==> config.mk <==
export PLATFORM = sky130hd
export DESIGN_NAME = phy_status_regs
export DESIGN_NICKNAME = d
export VERILOG_FILES = /design/src/verilog/phy_status_pkg.sv /design/src/verilog/latch_high_flag.sv /design/src/verilog/latch_low_link.sv /design/src/verilog/phy_status_regs.sv
export SDC_FILE = /design/constraint.sdc
export NUM_CORES = 1
export LEC_CHECK = 0
export BUFFER_PORTS_ARGS = -buffer_cell sky130_fd_sc_hd__buf_2
export CAP_MARGIN = 20
export CORE_UTILIZATION = 32
export DETAILED_ROUTE_END_ITERATION = 6
export MAX_ROUTING_LAYER = met4
export PLACE_DENSITY = 0.72
export REMOVE_ABC_BUFFERS = 1
export SLEW_MARGIN = 20
export SYNTH_ARGS = -nofsm -noshare
export SYNTH_HDL_FRONTEND = slang
export SYNTH_SLANG_ARGS = --single-unit
==> constraint.sdc <==
create_clock -name CLK_I -period 0.8 [get_ports CLK_I]
set_input_delay 0.12 -clock CLK_I [delete_from_list [all_inputs] [get_ports CLK_I]]
set_output_delay 0.12 -clock CLK_I [all_outputs]
set_load 0.02 [all_outputs]
==> src/verilog/phy_status_pkg.sv <==
// Constants and types for the management status and identifier registers
package phy_status_pkg;

  // ****************************************
  // Register access
  // ****************************************
  localparam int unsigned ADDR_W = 5;
  localparam int unsigned DATA_W = 16;

  localparam logic [ADDR_W-1:0] ADDR_BASIC_STATUS     = 5'h01;
  localparam logic [ADDR_W-1:0] ADDR_IDENTIFIER_UPPER = 5'h02;

  localparam logic [DATA_W-1:0] DATA_ZERO = 16'h0000;

  // ****************************************
  // Status word fixed values
  // ****************************************
  localparam logic       CAP_T4          = 1'h0;
  localparam logic       CAP_TX_FULL     = 1'h1;
  localparam logic       CAP_TX_HALF     = 1'h1;
  localparam logic       CAP_T_FULL      = 1'h1;
  localparam logic       CAP_T_HALF      = 1'h1;
  localparam logic [2:0] STATUS_RESERVED = 3'h0;
  localparam logic       CAP_UNIDIR      = 1'h1;
  localparam logic       CAP_PRE_SUPPR   = 1'h1;
  localparam logic       CAP_AUTONEG     = 1'h1;
  localparam logic       CAP_EXTENDED    = 1'h1;

  localparam logic FLAG_RESET = 1'h0;

  // ****************************************
  // Identifier layout
  // ****************************************
  localparam int unsigned ORG_ID_W = 24;
  // Organisation identifier bit 3 sits at vector index 21, bit 18 at index 6
  localparam int unsigned ID_UPPER_HI = 21;
  localparam int unsigned ID_UPPER_LO = 6;
  // Arbitrary neutral value
  localparam logic [ORG_ID_W-1:0] ORG_ID_DEFAULT = 24'h5A3C96;

  // ****************************************
  // Latch-high flag indices
  // ****************************************
  localparam int unsigned LH_REMOTE_FAULT = 0;
  localparam int unsigned LH_JABBER       = 1;
  localparam int unsigned LH_COUNT        = 2;

  // ****************************************
  // Types
  // ****************************************
  typedef struct packed {
    logic       cap_t4;
    logic       cap_tx_full;
    logic       cap_tx_half;
    logic       cap_t_full;
    logic       cap_t_half;
    logic [2:0] reserved;
    logic       cap_unidir;
    logic       cap_pre_suppr;
    logic       an_complete;
    logic       remote_fault;
    logic       cap_autoneg;
    logic       link_up;
    logic       jabber;
    logic       cap_extended;
  } basic_status_t;

  typedef struct packed {
    logic              rd;
    logic              wr;
    logic [ADDR_W-1:0] addr;
    logic [DATA_W-1:0] wdata;
  } reg_req_t;

  typedef enum logic {
    LINK_DOWN,
    LINK_UP
  } link_state_t;

endpackage : phy_status_pkg

==> src/verilog/latch_high_flag.sv <==
// Sticky flag that sets on an event and clears on a status read
module latch_high_flag (
  input  wire logic CLK_I,
  input  wire logic RST_N_I,
  input  wire logic CE_I,
  input  wire logic event_i,
  input  wire logic clear_i,
  output logic      flag_o
);

  logic flag_r;
  logic flag_nxt;

  // ****************************************
  // Set wins over a clear in the same cycle
  // ****************************************
  always_comb begin
    flag_nxt = flag_r;
    if (event_i) begin
      flag_nxt = 1'h1;
    end else if (clear_i) begin
      flag_nxt = phy_status_pkg::FLAG_RESET;
    end
  end

  always_ff @(posedge CLK_I) begin
    if (!RST_N_I) begin
      flag_r <= phy_status_pkg::FLAG_RESET;
    end else if (CE_I) begin
      flag_r <= flag_nxt;
    end
  end

  assign flag_o = flag_r;

endmodule : latch_high_flag

==> src/verilog/latch_low_link.sv <==
// Link status that drops on failure and re-arms only on a status read
module latch_low_link (
  input  wire logic CLK_I,
  input  wire logic RST_N_I,
  input  wire logic CE_I,
  input  wire logic link_good_i,
  input  wire logic rearm_i,
  output logic      link_o
);

  phy_status_pkg::link_state_t state_r;
  phy_status_pkg::link_state_t state_nxt;

  always_comb begin
    state_nxt = state_r;
    case (state_r)
      phy_status_pkg::LINK_UP: begin
        if (!link_good_i) begin
          state_nxt = phy_status_pkg::LINK_DOWN;
        end
      end
      default: begin
        if (link_good_i && rearm_i) begin
          state_nxt = phy_status_pkg::LINK_UP;
        end
      end
    endcase
  end

  always_ff @(posedge CLK_I) begin
    if (!RST_N_I) begin
      state_r <= phy_status_pkg::LINK_DOWN;
    end else if (CE_I) begin
      state_r <= state_nxt;
    end
  end

  // Failure shows at once, not one cycle later
  assign link_o = (state_r == phy_status_pkg::LINK_UP) && link_good_i;

endmodule : latch_low_link

==> src/verilog/phy_status_regs.sv <==
// Management status and identifier registers of a 10/100 transceiver
//
// How it works
// Bit 15 reads 0, no four-pair mode
// Bits 14 to 11 read constant 1
// Reserved bits 10:8 read 000; host writes 0
// Bit 7 reads 1, unidirectional transmit
// Bit 6 reads 1, preamble may be omitted
// Host sends full preamble after reset/errors; mgmt_host drives a parallel strobe port and sends no preamble
// Bit 5 shows auto-negotiation complete, resets 0
// Bit 4 latches remote fault until read
// Bit 3 reads 1, auto-negotiation able
// Bit 2 link up, resets 0, drops immediately
// Link re-arms only with good link and read
// Bit 1 latches jabber in 10 Mb/s
// Bit 0 reads 1, extended registers present
// Identifier registers form 32-bit organisation/model/revision; only the upper register at address 2 is implemented, address 3 reads zero
// Upper identifier holds organisation bits 3 to 18
// Identifier may optionally read all zero
// Read captures flags before clear or re-arm
module phy_status_regs #(
  parameter logic [phy_status_pkg::ORG_ID_W-1:0] ORG_ID   = phy_status_pkg::ORG_ID_DEFAULT,
  parameter bit                                  ID_BLANK = 1'b0
) (
  input  wire logic                              CLK_I,
  input  wire logic                              RST_N_I,
  input  wire logic                              CE_I,
  input  wire logic                              REG_RD_I,
  input  wire logic                              REG_WR_I,
  input  wire logic [phy_status_pkg::ADDR_W-1:0] REG_ADDR_I,
  input  wire logic [phy_status_pkg::DATA_W-1:0] REG_WDATA_I,
  output logic      [phy_status_pkg::DATA_W-1:0] REG_RDATA_O,
  output logic                                   REG_RVALID_O,
  input  wire logic                              AN_DONE_I,
  input  wire logic                              FAR_END_FAULT_I,
  input  wire logic                              LP_REMOTE_FAULT_I,
  input  wire logic                              LINK_GOOD_I,
  input  wire logic                              JABBER_I,
  input  wire logic                              SPEED_10_I
);

  // ****************************************
  // Address decode
  // ****************************************
  function automatic logic addr_hit(
    input logic [phy_status_pkg::ADDR_W-1:0] addr,
    input logic [phy_status_pkg::ADDR_W-1:0] target
  );
    addr_hit = (addr == target);
  endfunction : addr_hit

  phy_status_pkg::reg_req_t req;
  logic                     status_read;

  assign req.rd    = REG_RD_I;
  assign req.wr    = REG_WR_I;
  assign req.addr  = REG_ADDR_I;
  assign req.wdata = REG_WDATA_I;

  // Writes to both registers are ignored; req.wr and req.wdata have no effect
  assign status_read = req.rd && addr_hit(req.addr, phy_status_pkg::ADDR_BASIC_STATUS);

  // ****************************************
  // Auto-negotiation complete
  // ****************************************
  logic an_done_r;

  always_ff @(posedge CLK_I) begin
    if (!RST_N_I) begin
      an_done_r <= phy_status_pkg::FLAG_RESET;
    end else if (CE_I) begin
      an_done_r <= AN_DONE_I;
    end
  end

  // ****************************************
  // Latch-high flags
  // ****************************************
  logic [phy_status_pkg::LH_COUNT-1:0] lh_event;
  logic [phy_status_pkg::LH_COUNT-1:0] lh_flag;

  assign lh_event[phy_status_pkg::LH_REMOTE_FAULT] = FAR_END_FAULT_I || LP_REMOTE_FAULT_I;
  assign lh_event[phy_status_pkg::LH_JABBER]       = JABBER_I && SPEED_10_I;

  genvar gi;
  generate
    for (gi = 0; gi < phy_status_pkg::LH_COUNT; gi++) begin : g_lh
      // Clear lands on the same edge that captures the read data
      latch_high_flag u_flag (
        .CLK_I   (CLK_I),
        .RST_N_I (RST_N_I),
        .CE_I    (CE_I),
        .event_i (lh_event[gi]),
        .clear_i (status_read),
        .flag_o  (lh_flag[gi])
      );
    end
  endgenerate

  // ****************************************
  // Latch-low link status
  // ****************************************
  logic link_up;

  latch_low_link u_link (
    .CLK_I       (CLK_I),
    .RST_N_I     (RST_N_I),
    .CE_I        (CE_I),
    .link_good_i (LINK_GOOD_I),
    .rearm_i     (status_read),
    .link_o      (link_up)
  );

  // ****************************************
  // Read data assembly
  // ****************************************
  phy_status_pkg::basic_status_t status_word;
  logic [phy_status_pkg::DATA_W-1:0] id_upper;

  always_comb begin
    status_word.cap_t4        = phy_status_pkg::CAP_T4;
    status_word.cap_tx_full   = phy_status_pkg::CAP_TX_FULL;
    status_word.cap_tx_half   = phy_status_pkg::CAP_TX_HALF;
    status_word.cap_t_full    = phy_status_pkg::CAP_T_FULL;
    status_word.cap_t_half    = phy_status_pkg::CAP_T_HALF;
    status_word.reserved      = phy_status_pkg::STATUS_RESERVED;
    status_word.cap_unidir    = phy_status_pkg::CAP_UNIDIR;
    status_word.cap_pre_suppr = phy_status_pkg::CAP_PRE_SUPPR;
    status_word.an_complete   = an_done_r;
    status_word.remote_fault  = lh_flag[phy_status_pkg::LH_REMOTE_FAULT];
    status_word.cap_autoneg   = phy_status_pkg::CAP_AUTONEG;
    status_word.link_up       = link_up;
    status_word.jabber        = lh_flag[phy_status_pkg::LH_JABBER];
    status_word.cap_extended  = phy_status_pkg::CAP_EXTENDED;
  end

  // Upper half of the 32-bit identifier; top two organisation bits dropped
  assign id_upper = ID_BLANK ? phy_status_pkg::DATA_ZERO :
                    ORG_ID[phy_status_pkg::ID_UPPER_HI:phy_status_pkg::ID_UPPER_LO];

  // ****************************************
  // Read port
  // ****************************************
  logic [phy_status_pkg::DATA_W-1:0] rdata_r;
  logic [phy_status_pkg::DATA_W-1:0] rdata_nxt;
  logic                              rvalid_r;

  always_comb begin
    if (addr_hit(req.addr, phy_status_pkg::ADDR_BASIC_STATUS)) begin
      rdata_nxt = status_word;
    end else if (addr_hit(req.addr, phy_status_pkg::ADDR_IDENTIFIER_UPPER)) begin
      rdata_nxt = id_upper;
    end else begin
      rdata_nxt = phy_status_pkg::DATA_ZERO;
    end
  end

  always_ff @(posedge CLK_I) begin
    if (!RST_N_I) begin
      rdata_r <= phy_status_pkg::DATA_ZERO;
    end else if (CE_I && req.rd) begin
      rdata_r <= rdata_nxt;
    end
  end

  always_ff @(posedge CLK_I) begin
    if (!RST_N_I) begin
      rvalid_r <= phy_status_pkg::FLAG_RESET;
    end else if (CE_I) begin
      rvalid_r <= req.rd;
    end
  end

  assign REG_RDATA_O  = rdata_r;
  assign REG_RVALID_O = rvalid_r;

endmodule : phy_status_regs

==> reports/summary.md, run 1 <==
* Synth area leaders: sky130_fd_sc_hd__dfxtp_1, sky130_fd_sc_hd__buf_4, sky130_fd_sc_hd__nand2_1
* top-count cell post-synth: sky130_fd_sc_hd__dfxtp_1
* Final GP Congestion: 0.7799
* antenna cell count: 0
* clock tree skew after final layout: 2.077 ps
* async set-or-reset flop fraction in the synthesized netlist: 0%
* cell taking the most area after synthesis: sky130_fd_sc_hd__dfxtp_1
* Final Instance Area: 798.3 sq um
* maximum number of pins on one net before global-route repair: 9
* syn_area_per_cell: 9.230 sq um
* count of hold-fix buffers inserted at cts: 0
* kind of start point of the critical path: register
* buffers added on ports: 27
* FMAX: 1094 MHz
* reg-to-reg setup timing slack: 40 ps
* maximum fanout count along the critical path: 6
* Vias/cell: 4.838
* number of buffers and inverters on the critical path: 1
* via count of the first global-routing pass: 442
* status: finished with violations
* clock root buffer: sky130_fd_sc_hd__clkbuf_4
* number of rows in the core area: 14
* vias after detailed routing: 508
* Final setup viols: 13
* initial core utilization: 35.71%
* data arrival time at the worst-slack endpoint: 790 ps
* post-route antenna net violation count: 0
* warning count from the yosys run: 0
* switching part of the total power: 26.35%
* power per cell area: 1412 mW/mm^2
* Final Cycle Share: 114.2%
* aggregate global routing overflow: 0
* maximum root-to-sink buffer count: 2
* number of standard cells after synthesis: 61
* share of layout cells above drive strength 1: 52.81%
* Die Area: 0.001931 sq mm
* number of endpoints with negative hold slack in the final report: 0
* clock sink total: 11
* Tot Pwr: 1.127 mW
* Static Leakage: 0.3694 nW
* cell family with most CP delay: flip-flops
* Clock transition at path regs: 70 ps
* cells traversed along the worst timing path: buf_6
* Final Max Slew Viols: 0
* netlist area before placement: 563.0 sq um
* flops & latches, synth: 11
* critical path endpoint category: primary output
* initial antenna violation count: 0
* largest vdd supply drop: 0.4519 mV
* final worst path period need: 913.8 ps
* net switching power: 297.1 uW
* detailed-placement wirelength estimate: 846.2 microns
* Nets: 122
* violations in the final reports: design-rule violations, negative setup slack
* area of all sequential standard cells: 234.0 sq um
* remaining routing DRC violations: 3
* detailed-route wire length per cell: 10.95 microns
* required arrival time at the worst endpoint: 680 ps
* Overall Global Routing Usage: 13.53%
* setup repair after global routing missed its margin: true
* relative contribution of combinational cells to total power: 15.2%
* global-route wire length before repair: 1.849 mm
* total clock buffers created by CTS: 3
* aggregate routed wire length: 1.150 mm
* synthesis-to-layout area growth: 41.78%
* Pint: 830.3 uW
* sequential cell area fraction in the yosys report: 39.11%
* startpoint-to-endpoint class of the critical path: reg2out
* worst stage delay on the critical path: 400 ps
* total of max-cap violations: 0
* number of design-rule violations left by the first detailed-router iteration: 13
* height of the chip: 43.95 microns
* number of flops mapped to enable cells by yosys: 0
* Placed Instance Area: 661.9 sq um
* TritonCTS clock tree: yes
* combined area of the multi-input logic cells: 252.7 sq um
* type of the most critical hold path: in2reg
* Synth top cells by count: sky130_fd_sc_hd__dfxtp_1, sky130_fd_sc_hd__buf_4, sky130_fd_sc_hd__nand2_1
* number of ports placed on the die boundary: 49
* later-pin clock latency in the skew report: 270 ps
* synth unique cells: 26
* critical-path cell with the highest stage delay: sky130_fd_sc_hd__dfxtp_4
* post-layout worst setup margin: -113.8 ps
* sequential share of power: 50.3%
* core footprint: 0.001577 sq mm
* die extent in x: 43.95 microns
* first-pass iteration count of the detailed router: 7
* most common flop cell mapped by yosys: sky130_fd_sc_hd__dfxtp_1
* clock share of power: 34.5%
* number of levels the H-tree was split into: 1
* share of the synthesized area in the top cell type: 39.11%
* FILL cells: 161
-- logic make-up (layout without fill, tap and decap cells) --
family | after synthesis | in the layout | share of synthesized area [%]
buffers and inverters | 13 | 38 | 18.00
DFF | 11 | 11 | 39.11
other | 1 | 4 | 0.6660
and+or+nand+nor | 20 | 20 | 24.22
AOI/OAI and AO/OA | 15 | 15 | 16.22
muxes | 1 | 1 | 1.778
-- through the flow --
stage	utilization, %	cells	hold slack, ps	setup WS, ps	TNS, ps
after floorplan	-	52	237.5	-375.0	-1816
after global placement	41.98	99	361.5	-102.1	-645.0
after detailed placement	41.98	99	363.0	-124.6	-846.7
after CTS	49.52	104	83.82	-106.7	-1011
after global routing	50.63	105	97.51	-141.9	-1351
final	50.63	105	83.28	-113.8	-1012
-- registers in the layout, indices dropped and copies added, names as in the netlist --
signal              cells
u_link.state_r          1
an_done_r               1
REG_RVALID_O            1
REG_RDATA_O             6
g_lh.u_flag.flag_o      2
-- per-layer routing --
layer,up-vias,wire [microns],share of wire [%],global-route usage [%]
li1,253,-,-,-
met1,232,460,40,14.83
met2,21,593,52,21.79
met3,2,83,7.2,4.167
met4,0,12,1.0,7.273
met5,-,0,0,-
-- final cells by class --
type | instances | share of cell area (%)
multi-input cells | 40 | 31.66
flip-flops and latches | 11 | 29.31
inverters | 1 | 0.4702
well taps | 16 | 2.508
repair buffers | 33 | 32.76
clock buffers | 4 | 3.292
-- path summary, 6_finish.rpt --
kind | cells past startpoint | end | start
worst max register to register | 2 | REG_RDATA_O[12] | REG_RDATA_O[12]
worst max-delay path | 1 | REG_RDATA_O[11] | REG_RDATA_O[13]
worst min register to register | 2 | REG_RDATA_O[1] | REG_RDATA_O[1]
worst min-delay path | 3 | g_lh[0].u_flag.flag_o | FAR_END_FAULT_I
-- power by group through the flow --
stage / Combinational (mW) / Sequential, mW / Clock (mW)
finish: 0.171 / 0.567 / 0.389
global route: 0.188 / 0.570 / 0.428
CTS: 0.170 / 0.570 / 0.390
detailed placement: 0.161 / 0.584 / 0
global placement: 0.159 / 0.583 / 0
floorplan: 0.0655 / 0.591 / 0
-- cells in the final DEF (no fill, tap or decap), types with 2 or more instances in the layout --
cell type,count
sky130_fd_sc_hd__o21ai_0,2
sky130_fd_sc_hd__nand2_1,8
sky130_fd_sc_hd__buf_2,14
sky130_fd_sc_hd__clkbuf_4,3
sky130_fd_sc_hd__o21ai_1,5
sky130_fd_sc_hd__conb_1,4
sky130_fd_sc_hd__nor2b_1,2
sky130_fd_sc_hd__dfxtp_1,4
sky130_fd_sc_hd__buf_6,13
sky130_fd_sc_hd__dfxtp_2,5
sky130_fd_sc_hd__buf_4,6
sky130_fd_sc_hd__a21oi_1,3
sky130_fd_sc_hd__dfxtp_4,2
-- repair_timing --
action,CTS,global route
endpoints found under the setup margin,13,13
resized for setup,32,3
buffers inserted,1,1
Note: power is estimated with default switching activity, not from simulation.
==> inputs of run 2 (changes only) <==
--- a/config.mk
+++ b/config.mk
@@ -10,9 +10,10 @@
 export CORE_UTILIZATION = 32
 export DETAILED_ROUTE_END_ITERATION = 6
 export MAX_ROUTING_LAYER = met4
-export PLACE_DENSITY = 0.72
+export PLACE_DENSITY = 0.73
 export REMOVE_ABC_BUFFERS = 1
 export SLEW_MARGIN = 20
 export SYNTH_ARGS = -nofsm -noshare
 export SYNTH_HDL_FRONTEND = slang
+export SYNTH_HIERARCHICAL = 1
 export SYNTH_SLANG_ARGS = --single-unit
==> run 2 against run 1 <==
Via count up 1.8%. Sequential power about the same. Non-clock buffer count grew 3. Highest routed layer unchanged. The flow still finishes with violations (design-rule violations, negative setup slack). Critical path type unchanged. First-iteration DRC count rose by 23%. Utilization up 2.9 points. Global-route usage rose by 0.22 points. Synthesized cell count down 3.3%. Clock skew decreased by 1.9 ps. Critical path depth unchanged. Synthesized area decreased by 2.2%. Setup slack improved by 8.9 ps.
==> reports/summary.md, run 2 <==
* status: finished with violations
* violations in the final reports: design-rule violations, negative setup slack
* Placed Instance Area: 694.4 sq um
* critical path endpoint category: primary output
* total clock buffers created by CTS: 3
* count of hold-fix buffers inserted at cts: 0
* endpoint of the worst hold-timing path: u_link/state_r
* number of flops mapped to enable cells by yosys: 0
* via count of the first global-routing pass: 485
* post-layout worst setup margin: -104.9 ps
* Static Leakage: 0.4005 nW
* maximum fanout count along the critical path: 6
* share of the synthesized area in the top cell type: 40.00%
* Final GP Congestion: 0.8262
* global-route wire length before repair: 1.828 mm
* startpoint-to-endpoint class of the critical path: reg2out
* later-pin clock latency in the skew report: 260 ps
* FMAX: 1105 MHz
* buffers added on ports: 27
* number of endpoints with negative hold slack in the final report: 0
* number of buffers and inverters on the critical path: 1
* flops & latches, synth: 11
* largest vdd supply drop: 0.5210 mV
* worst hold start: LINK_GOOD_I
* cell family with most CP delay: flip-flops
* power per cell area: 1345 mW/mm^2
* TritonCTS clock tree: yes
* syn_area_per_cell: 9.331 sq um
* Die Area: 0.001890 sq mm
* number of rows in the core area: 14
* post-placement worst setup slack: -228.8 ps
* area of all sequential standard cells: 235.2 sq um
* most common flop cell mapped by yosys: sky130_fd_sc_hd__dfxtp_1
* cell taking the most area after synthesis: sky130_fd_sc_hd__dfxtp_1
* async set-or-reset flop fraction in the synthesized netlist: 0%
* Synth area leaders: sky130_fd_sc_hd__dfxtp_1, sky130_fd_sc_hd__buf_4, sky130_fd_sc_hd__nand2_1
* most used cells in the layout excluding fill and tap cells: sky130_fd_sc_hd__buf_2, sky130_fd_sc_hd__buf_6, sky130_fd_sc_hd__buf_4
* Overall Global Routing Usage: 13.75%
* worst stage delay on the critical path: 390 ps
* clock sink total: 11
* first-pass iteration count of the detailed router: 7
* remaining routing DRC violations: 12
* FILL cells: 128
* height of the chip: 43.48 microns
* initial antenna violation count: 0
* post-route antenna net violation count: 0
* final-layout worst hold slack: 153.7 ps
* type of the most critical hold path: in2reg
* number of levels the H-tree was split into: 1
* die extent in x: 43.48 microns
* Final Cycle Share: 113.1%
* Worst R2R Start: u_link/state_r
* detailed-route wire length per cell: 10.28 microns
* top-count cell post-synth: sky130_fd_sc_hd__dfxtp_1
* vias after detailed routing: 517
* clock tree skew after final layout: 0.1927 ps
* combined area of the multi-input logic cells: 269.0 sq um
* number of ports placed on the die boundary: 49
* kind of start point of the critical path: register
* share of layout cells above drive strength 1: 59.78%
* number of design-rule violations left by the first detailed-router iteration: 16
* most frequent standard cell in the layout excluding fill and tap cells: sky130_fd_sc_hd__buf_2
* total of max-cap violations: 0
* warning count from the yosys run: 6
* synth unique cells: 23
* antenna cell count: 0
* number of cells on the worst hold path: 3
* core footprint: 0.001559 sq mm
* Final Max Slew Viols: 0
* sequential cell area fraction in the yosys report: 40.00%
* required arrival time at the worst endpoint: 680 ps
* maximum number of pins on one net before global-route repair: 11
* number of flip-flops in the largest register: 6
* end of the worst register-to-register path: REG_RDATA_O[2]
* cells traversed along the worst timing path: buf_6
* netlist area before placement: 550.5 sq um
* setup repair after global routing missed its margin: true
* synthesis-to-layout area growth: 51.59%
* Final setup viols: 13
* final worst path period need: 904.9 ps
* Final Instance Area: 834.6 sq um
* Clock transition at path regs: 70 ps
* Vias/cell: 4.787
* clock root buffer: sky130_fd_sc_hd__clkbuf_4
* aggregate global routing overflow: 0
* number of standard cells after synthesis: 59
* detailed-placement wirelength estimate: 827.8 microns
* Nets: 125
* reg-to-reg setup timing slack: 30 ps
* aggregate routed wire length: 1.110 mm
* Synth top cells by count: sky130_fd_sc_hd__dfxtp_1, sky130_fd_sc_hd__buf_4, sky130_fd_sc_hd__nand2_1
* data arrival time at the worst-slack endpoint: 780 ps
* initial core utilization: 35.31%
* Worst R2R Path Depth: 2
* maximum root-to-sink buffer count: 2
* critical-path cell with the highest stage delay: sky130_fd_sc_hd__dfxtp_4
-- run 2: changes by cell type after synthesis, sizes merged, moves of 2 or more --
cell   before  now
nand3       2    0
nand2       9    6
buf        12   10
o21ai       7    4
and3        0    3
a31o        0    2
-- run 2: logic make-up after synthesis --
group	after synthesis	synth area share, %
and+or+nand+nor	22	25.91
buffers and inverters	10	13.64
muxes	2	3.637
other	1	0.6812
DFF	11	40.00
AOI/OAI and AO/OA	13	16.14
-- run 2: area by class of cell --
type	instances	area share (%)
timing repair buffer	36	34.03
multi-input combinational	41	32.23
tap	16	2.399
sequential	11	28.19
clock buffer	4	3.148
-- run 2: worst max path at each step --
stage | depth (start not counted) | from | slack, ps | to
after floorplan | 2 | REG_RDATA_O[13] | -370 | REG_RDATA_O[13]
after global placement | 5 | REG_ADDR_I[4] | -200 | g_lh[1].u_flag/flag_o
after detailed placement | 5 | REG_ADDR_I[4] | -230 | g_lh[1].u_flag/flag_o
after CTS | 1 | REG_RDATA_O[13] | -120 | REG_RDATA_O[6]
after global routing | 1 | REG_RDATA_O[13] | -140 | REG_RDATA_O[6]
final | 1 | REG_RDATA_O[13] | -100 | REG_RDATA_O[7]
-- run 2: per-layer routing --
metal | GRT usage [%] | vias to the layer above | routed length (microns)
met5 | - | - | 0
met4 | 11.25 | 0 | 11
met3 | 2.917 | 2 | 95
met2 | 23.64 | 24 | 561
met1 | 13.08 | 231 | 442
li1 | - | 260 | -
-- run 2: power breakdown --
group          internal [mW]  switching [mW]  leakage [nW]
Combinational         0.0931          0.0893         0.291
Clock                  0.193           0.179        0.0150
Sequential             0.558          0.0101        0.0940
-- run 2: repair_timing --
action | CTS | global route
gates cloned | 0 | 0
setup buffers | 1 | 1
endpoints found under the setup margin | 13 | 15
resized for setup | 35 | 3
-- run 2: tightest hold or removal path, cell delays in order --
cell and delay (ps):
sky130_fd_sc_hd__buf_2 120, sky130_fd_sc_hd__nor2b_4 100, sky130_fd_sc_hd__nor3b_2 40
-- run 2: metrics by stage --
stage	instances	TNS [ps]	total power, mW	utilization (%)
2_1_floorplan	52	-2096	0.6630	-
3_3_place_gp	102	-1503	0.7519	44.54
3_5_place_dp	102	-1673	0.7570	44.54
4_1_cts	107	-1049	1.139	52.81
5_1_grt	108	-1275	1.192	53.53
6_report	108	-887.4	1.123	53.53
